[src/rtl/exec_pkg.sv]
// Constants and types shared by the move, branch and OR execution block
package exec_pkg;
  localparam int DATA_W = 8;
  localparam int PC_W = 10;
  localparam int SFR_AW = 4;
  localparam int REG_AW = 6;
  localparam int REG_DEPTH = 64;
  localparam logic [DATA_W-1:0] ACC_RESET = 8'h00;
  localparam logic [PC_W-1:0] PC_RESET = 10'h000;
  localparam logic [PC_W-1:0] PC_STEP = 10'h001;
  localparam logic [DATA_W-1:0] ZERO_BYTE = 8'h00;
  localparam logic DEST_ACC = 1'b0;
  localparam logic DEST_REG = 1'b1;

  typedef enum logic [2:0] {
    OP_NONE,
    OP_OR_IMMEDIATE,
    OP_READ_SPECIAL,
    OP_WRITE_SPECIAL,
    OP_LONG_CALL,
    OP_LONG_BRANCH,
    OP_LOAD_IMMEDIATE,
    OP_STORE_ACC
  } op_t;

  // Register move has its own code beyond the 3-bit set above
  typedef enum logic [3:0] {
    CMD_NONE,
    CMD_OR_IMMEDIATE,
    CMD_READ_SPECIAL,
    CMD_WRITE_SPECIAL,
    CMD_LONG_CALL,
    CMD_LONG_BRANCH,
    CMD_LOAD_IMMEDIATE,
    CMD_STORE_ACC,
    CMD_REGISTER_MOVE
  } cmd_t;
endpackage

[src/rtl/move_branch_or_exec.sv]
// Execution unit for OR-immediate, special page moves, loads, register moves, long branch and call
// Operation
// [RL1] OR immediate into accumulator, zero flag, one cycle
// [RL2] Special register to accumulator, flags kept, one cycle
// [RL3] Accumulator to special register, flags kept, one cycle
// [RL4] Call pushes next address, loads PC, two cycles
// [RL5] Branch loads all PC bits, stack untouched, two cycles
// [RL6] Load immediate into accumulator, flags kept, one cycle
// [RL7] Store accumulator into data register, one cycle
// [RL8] Register move to accumulator or back to register
// [RL9] Register move updates zero flag from value
// [RL10] Zero flag set exactly when result is zero
`timescale 1ns/1ps
module move_branch_or_exec
  import exec_pkg::*;
(
  // Clock and reset
  input wire logic clk,
  input wire logic sys_rst,
  // Instruction request
  input wire logic instr_valid,
  input wire cmd_t instr_cmd,
  input wire logic [DATA_W-1:0] instr_imm,
  input wire logic [PC_W-1:0] instr_addr,
  input wire logic [REG_AW-1:0] instr_reg,
  input wire logic [SFR_AW-1:0] instr_sfr,
  input wire logic instr_dest,
  output logic instr_ready,
  output logic instr_done,
  // Special-function register page
  output logic sfr_wr_en,
  output logic [SFR_AW-1:0] sfr_addr,
  output logic [DATA_W-1:0] sfr_wr_data,
  input wire logic [DATA_W-1:0] sfr_rd_data,
  // Return stack
  output logic stack_push,
  output logic [PC_W-1:0] stack_push_data,
  // Program counter and flags
  input wire logic pc_advance,
  output logic [PC_W-1:0] pc,
  output logic [DATA_W-1:0] accumulator,
  output logic zero_flag,
  // Data register observation
  input wire logic [REG_AW-1:0] peek_addr,
  output logic [DATA_W-1:0] peek_data
);
  typedef enum logic {ST_IDLE, ST_SECOND} state_t;

  state_t state_q;
  logic [PC_W-1:0] pc_q;
  logic [PC_W-1:0] target_q;
  logic [DATA_W-1:0] acc_q;
  logic zero_q;
  logic done_q;
  logic take;
  logic [DATA_W-1:0] reg_rd;
  logic reg_wr_en;
  logic [REG_AW-1:0] reg_wr_addr;
  logic [DATA_W-1:0] reg_wr_data;
  logic [REG_AW-1:0] reg_rd_addr;

  function automatic logic is_zero(input logic [DATA_W-1:0] v);
    return v == ZERO_BYTE;
  endfunction

  function automatic logic is_two_cycle(input cmd_t c);
    return (c == CMD_LONG_CALL) || (c == CMD_LONG_BRANCH);
  endfunction

  // An empty command is taken but never reports completion
  function automatic logic is_one_cycle(input cmd_t c);
    return (c != CMD_NONE) && !is_two_cycle(c);
  endfunction

  function automatic logic [PC_W-1:0] next_pc(input logic [PC_W-1:0] v);
    return v + PC_STEP;
  endfunction

  function automatic logic [DATA_W-1:0] or_result(input logic [DATA_W-1:0] a, input logic [DATA_W-1:0] b);
    return a | b;
  endfunction

  assign instr_ready = (state_q == ST_IDLE);
  assign take = instr_valid && instr_ready;

  // A taken instruction owns the read port; otherwise it serves the peek lookup
  assign reg_rd_addr = take ? instr_reg : peek_addr;

  // Shared data register file; the move uses its read port directly
  data_reg_file u_regs (
    .clk(clk),
    .sys_rst(sys_rst),
    .wr_en(reg_wr_en),
    .wr_addr(reg_wr_addr),
    .wr_data(reg_wr_data),
    .rd_addr(reg_rd_addr),
    .rd_data(reg_rd)
  );
  assign peek_data = reg_rd;

  // [RL7] store accumulator write
  // [RL8] register move write back
  always_comb begin
    reg_wr_en = 1'b0;
    reg_wr_addr = instr_reg;
    reg_wr_data = acc_q;
    if (take) begin
      case (instr_cmd)
        CMD_STORE_ACC: begin
          reg_wr_en = 1'b1;
        end
        CMD_REGISTER_MOVE: begin
          reg_wr_en = (instr_dest == DEST_REG);
          reg_wr_data = reg_rd;
        end
        default: begin
          reg_wr_en = 1'b0;
        end
      endcase
    end
  end

  // [RL3] special page write
  assign sfr_wr_en = take && (instr_cmd == CMD_WRITE_SPECIAL);
  assign sfr_addr = instr_sfr;
  assign sfr_wr_data = acc_q;

  // [RL4] push return address
  assign stack_push = take && (instr_cmd == CMD_LONG_CALL);
  // Return address comes from pc before the call lands
  assign stack_push_data = next_pc(pc_q);

  // Two-cycle sequencing for branch and call
  always_ff @(posedge clk or posedge sys_rst) begin
    if (sys_rst) begin
      state_q <= ST_IDLE;
      target_q <= PC_RESET;
    end else begin
      case (state_q)
        ST_IDLE: begin
          if (take && is_two_cycle(instr_cmd)) begin
            state_q <= ST_SECOND;
            target_q <= instr_addr;
          end
        end
        ST_SECOND: begin
          state_q <= ST_IDLE;
        end
        default: begin
          state_q <= ST_IDLE;
        end
      endcase
    end
  end

  // [RL4] call loads target in second cycle
  // [RL5] branch loads all ten bits
  always_ff @(posedge clk or posedge sys_rst) begin
    if (sys_rst) begin
      pc_q <= PC_RESET;
    end else if (state_q == ST_SECOND) begin
      pc_q <= target_q;
    end else if (take || pc_advance) begin
      if (!(take && is_two_cycle(instr_cmd))) begin
        pc_q <= next_pc(pc_q);
      end
    end
  end

  // Accumulator updates
  always_ff @(posedge clk or posedge sys_rst) begin
    if (sys_rst) begin
      acc_q <= ACC_RESET;
    end else if (take) begin
      case (instr_cmd)
        // [RL1] OR immediate
        CMD_OR_IMMEDIATE: acc_q <= or_result(acc_q, instr_imm);
        // [RL2] special page read
        CMD_READ_SPECIAL: acc_q <= sfr_rd_data;
        // [RL6] immediate load
        CMD_LOAD_IMMEDIATE: acc_q <= instr_imm;
        // [RL8] move into accumulator
        CMD_REGISTER_MOVE: begin
          if (instr_dest == DEST_ACC) begin
            acc_q <= reg_rd;
          end
        end
        default: acc_q <= acc_q;
      endcase
    end
  end

  // Zero flag, only OR immediate and register move touch it
  always_ff @(posedge clk or posedge sys_rst) begin
    if (sys_rst) begin
      zero_q <= 1'b0;
    end else if (take) begin
      case (instr_cmd)
        // [RL10] zero from OR result
        CMD_OR_IMMEDIATE: zero_q <= is_zero(or_result(acc_q, instr_imm));
        // [RL9] zero test of moved value
        CMD_REGISTER_MOVE: zero_q <= is_zero(reg_rd);
        default: zero_q <= zero_q;
      endcase
    end
  end

  // Completion pulse, one cycle after the last cycle of the instruction
  always_ff @(posedge clk or posedge sys_rst) begin
    if (sys_rst) begin
      done_q <= 1'b0;
    end else begin
      case (state_q)
        ST_IDLE: begin
          done_q <= take && is_one_cycle(instr_cmd);
        end
        ST_SECOND: begin
          done_q <= 1'b1;
        end
        default: begin
          done_q <= 1'b0;
        end
      endcase
    end
  end

  assign instr_done = done_q;
  assign pc = pc_q;
  assign accumulator = acc_q;
  assign zero_flag = zero_q;
endmodule

[src/rtl/data_reg_file.sv]
// Sixty-four entry data register file with one write and one read port
`timescale 1ns/1ps
module data_reg_file
  import exec_pkg::*;
(
  // Clock and reset
  input wire logic clk,
  input wire logic sys_rst,
  // Write port
  input wire logic wr_en,
  input wire logic [REG_AW-1:0] wr_addr,
  input wire logic [DATA_W-1:0] wr_data,
  // Read port, combinational
  input wire logic [REG_AW-1:0] rd_addr,
  output logic [DATA_W-1:0] rd_data
);
  logic [DATA_W-1:0] mem_q [REG_DEPTH];

  always_ff @(posedge clk or posedge sys_rst) begin
    if (sys_rst) begin
      for (int i = 0; i < REG_DEPTH; i++) begin
        mem_q[i] <= ZERO_BYTE;
      end
    end else if (wr_en) begin
      mem_q[wr_addr] <= wr_data;
    end
  end

  assign rd_data = mem_q[rd_addr];
endmodule

[config.mk]
export PLATFORM = sky130hd
export DESIGN_NAME = move_branch_or_exec
export DESIGN_NICKNAME = d
export VERILOG_FILES = /design/src/rtl/exec_pkg.sv /design/src/rtl/move_branch_or_exec.sv /design/src/rtl/data_reg_file.sv
export SDC_FILE = /design/constraint.sdc
export NUM_CORES = 2
export LEC_CHECK = 0
export CAP_MARGIN = 20
export CORE_MARGIN = 2
export CORE_UTILIZATION = 25
export DETAILED_ROUTE_END_ITERATION = 10
export DONT_BUFFER_PORTS = 1
export GPL_TIMING_DRIVEN = 0
export PLACE_DENSITY_LB_ADDON = 0.1
export SETUP_SLACK_MARGIN = 0.3
export SLEW_MARGIN = 20
export SYNTH_ARGS = -nofsm -noshare
export SYNTH_HDL_FRONTEND = slang
export SYNTH_SLANG_ARGS = --single-unit
[constraint.sdc]
create_clock -name clk -period 19.71 [get_ports clk]
set_input_delay 0 -clock clk [delete_from_list [all_inputs] [get_ports clk]]
set_output_delay 0 -clock clk [all_outputs]
set_load 0.05 [all_outputs]
==> flow_summary.json <==
{
  "cts_buffers": 67,
  "nNetsFinal": 2927,
  "htree_levels": 3,
  "num_rows": 116,
  "syn_avg_cell_area_um2": 9.21,
  "crit_fanout": 10,
  "synth_area_um2": 25300,
  "dr.pass1.iters": 6,
  "wire_per_inst_um": 29.4,
  "fin_crit_sh": 0.312,
  "ys_types": 71,
  "place_ws_ns": 13.76,
  "hold_path_class": "in2reg",
  "clk_latency_ns": 0.64,
  "die_w_um": 322,
  "peakVddDrop_mv": 0.0695,
  "critical_path.reg2reg.endpoint": "u_regs.mem_q[481]$_DFFE_PP0P_",
  "clock_tree.buffer_depth": 3,
  "viasPerCell": 5.22,
  "cts_sinks": 543,
  "global_route.usage.met1": 0.330,
  "skew_ns": 0.0312,
  "fin_ws_ns": 13.56,
  "leakage_nw": 12.7,
  "critical_path_class": "reg2reg",
  "final_core_util": 0.300,
  "portBuffers": 0,
  "grt_pass1_vias": 21780,
  "drive_above_1_share": 0.113,
  "period_needed_ns": 6.15,
  "slew_headroom": 0.246,
  "maxSlewViolCount": 0,
  "routed_wirelength_mm": 126,
  "areaGrowthSynthToFinish_pct": 18.7,
  "finalPower_w": 0.00311,
  "cp.required_ns": 20.19,
  "reg2regPathDepth": 14,
  "synth_top_area_frac": 0.536,
  "grt_antenna_before_repair": 11,
  "reg2reg_from": "state_q$_DFF_PP0_",
  "yosysWarnings": 0,
  "rsz0062_at_grt": "false",
  "synthArstFlopShare": 1.00,
  "ctsRootBufferMaster": "clkbuf_16",
  "track_usage": 0.240,
  "max_freq_mhz": 163,
  "synth-edff-count": 0,
  "nFillCells": 10519,
  "synth.area.top_cells": "dfrtp_1 (54%), nand2_1 (13%), o21ai_0 (6.8%), o21ai_1 (4.1%), mux2i_1 (3.3%)",
  "synth_seq_area_share": 0.536,
  "synth_seq_cells": 543,
  "hold_viol": 0,
  "cts.repair.resized": 0,
  "syn_inst": 2750,
  "busiest_layer": "met2",
  "boundaryPins": 104,
  "setup_viol": 0,
  "holdPathEnd": "state_q$_DFF_PP0_",
  "tns_ns": 0,
  "routabilityCongestion": 0.941,
  "die-area_um2": 104000,
  "grt_max_degree": 98,
  "synth_top_flop_cell": "dfrtp_1",
  "tightest_slew_ns": 1.13,
  "holdPathStages": 3,
  "crit_path_max_incr_delay_ns": 0.86,
  "maxCapViolations": 0,
  "drtIter0Drc": 2602,
  "p_per_area_nw_per_um2": 104,
  "grt_use_met2": 0.374,
  "critical-path-slowest-cell": "nor2_1",
  "crit_chain": "buf_4, nand2b_4, a21o_1, buf_6, buf_6, buf_4, nor2_1, a32oi_1, a31oi_1, nand3_1, o211a_2, mux2i_4, clkbuf_2, o21ai_0",
  "rrSetupSlack_ns": 13.56,
  "critical_path.endpoint_type": "flip-flop",
  "outcome": "complete, no violations",
  "arrival_ns": 6.63,
  "instances_no_fill": 4281,
  "cts_tree": "yes",
  "dp_cells": 4119,
  "dp_hpwl_mm": 89.0,
  "coreArea_um2": 100000,
  "grt.overflow.total": 0,
  "die_h_um": 322,
  "hold_path.startpoint": "instr_cmd[2]",
  "setup.worst_path.start_class": "flip-flop",
  "vias": 22361,
  "globalRouteMet3Util": 0.0497,
  "drc_errors": 0,
  "drtAntennaViolNets": 0,
  "synth_top_area_cell": "dfrtp_1",
  "synth_nets": 2802,
  "grt_pass1_wl_mm": 174,
  "start_util": 0.253,
  "clk_pin_slew_ns": 0.06
}
-- power by group --
group	internal (W)	switching [W]
logic	0.000136	0.000442
clock network	0.000765	0.000509
registers	0.00117	0.0000957
total	0.00207	0.00105
-- worst max-delay path by stage --
stage | start | end | slack, ns | cells past startpoint
6_report | state_q$_DFF_PP0_ | u_regs.mem_q[481]$_DFFE_PP0P_ | 13.56 | 14
5_1_grt | state_q$_DFF_PP0_ | u_regs.mem_q[473]$_DFFE_PP0P_ | 13.54 | 14
4_1_cts | state_q$_DFF_PP0_ | peek_data[5] | 13.75 | 13
3_5_place_dp | state_q$_DFF_PP0_ | u_regs.mem_q[469]$_DFFE_PP0P_ | 13.76 | 16
3_3_place_gp | sys_rst | u_regs.mem_q[233]$_DFFE_PP0P_ | -2.41 | 1
2_1_floorplan | sys_rst | accumulator[0]$_DFFE_PP0P_ | 4.53 | 1
-- stage by stage --
stage                     hold slack [ns]  instance area, um^2
after global routing               0.0658                30100
after floorplan                     0.150                25300
after global placement              0.155                27000
after detailed placement          -0.0793                27400
final                              0.0265                30100
after CTS                         0.00808                30100
-- area by class of cell --
type,instances,area (um^2),share of cell area
Clock inverter,21,292,0.00969
Inverter,20,82.6,0.00275
Multi-Input combinational cell,1967,10600,0.352
Antenna cell,4,10.0,0.000333
Sequential cell,543,13600,0.452
Tap cell,1357,1700,0.0565
Timing Repair Buffer,56,702,0.0233
Clock buffer,93,1910,0.0634
Buffer,220,1200,0.0400
-- worst max-delay path, delay by kind of cell, from the launching register on --
kind / cells / cell delay, ns
muxes: 1 / 0.84
AOI/OAI and AO/OA: 5 / 1.72
and+or+nand+nor: 3 / 1.34
buffers and inverters: 5 / 1.49
DFF: 1 / 0.52
-- routing by layer --
layer | share of wire | vias up
li1 | - | 9757
met1 | 0.44 | 11457
met2 | 0.45 | 939
met3 | 0.075 | 198
met4 | 0.035 | 10
met5 | 0.00056 | -
-- flip-flops by register name, summed over array words and instances (netlist names) --
signal,count
pc,10
instr_done,1
state_q,1
target_q,10
accumulator,8
u_regs.mem_q,512
zero_flag,1
-- cell families after synthesis --
logic type	Yosys count	synth area share
AND/OR/NAND/NOR	1045	0.169
XOR/XNOR	8	0.00277
multiplexers	129	0.0679
AO/OA/AOI/OAI	784	0.173
flip-flops	543	0.536
buffers and inverters	240	0.0504
adder cells (fa/ha/maj)	1	0.000494
-- layout by cell type, fill, tap and decap left out, types with 7 or more instances in the layout --
| cell type | netlist | routed |
|---|---|---|
| clkbuf_2 | 11 | 13 |
| a211oi_1 | 12 | 12 |
| nor2b_1 | 7 | 7 |
| a2111oi_0 | 14 | 11 |
| o21a_1 | 11 | 11 |
| mux2_2 | 13 | 13 |
| nand2_1 | 856 | 856 |
| buf_6 | 17 | 18 |
| nand3_1 | 56 | 56 |
| bufinv_16 | 0 | 7 |
| nor4_1 | 10 | 9 |
| clkbuf_1 | 79 | 92 |
| o22ai_1 | 12 | 12 |
| o21ai_0 | 344 | 344 |
| dfrtp_1 | 543 | 543 |
| o21ai_1 | 207 | 207 |
| dlygate4sd3_1 | 0 | 43 |
| nor3_1 | 15 | 14 |
| buf_2 | 64 | 66 |
| buf_1 | 8 | 8 |
| mux2i_1 | 83 | 81 |
| buf_4 | 41 | 41 |
| a221oi_1 | 9 | 9 |
| nor2_1 | 41 | 34 |
| clkbuf_16 | 0 | 69 |
| a21oi_1 | 71 | 71 |
| a31oi_1 | 28 | 26 |
| nand4_1 | 18 | 18 |
| nor2_2 | 1 | 8 |
| mux4_2 | 28 | 28 |
| inv_1 | 19 | 18 |
| clkinv_2 | 0 | 11 |
| o221ai_1 | 11 | 11 |
| buf_16 | 0 | 8 |
| clkbuf_8 | 0 | 9 |
| nand2b_1 | 11 | 11 |
| a22oi_1 | 15 | 15 |
-- Yosys cell counts, types with 14 or more instances --
master,number
a2111oi_0,14
buf_2,64
buf_6,17
a22oi_1,15
buf_4,41
nand2_1,856
inv_1,19
o21ai_1,207
nor3_1,15
clkbuf_1,79
nand3_1,56
a31oi_1,28
mux4_2,28
mux2i_1,83
o21ai_0,344
nor2_1,41
dfrtp_1,543
nand4_1,18
a21oi_1,71
-- what timing repair did --
item                                    CTS  global route
hold buffers                             44             0
endpoints found under the setup margin    0             0
hold endpoints to repair                381             0
buffers inserted                          0             0
Note: power is estimated with default switching activity, not from simulation.
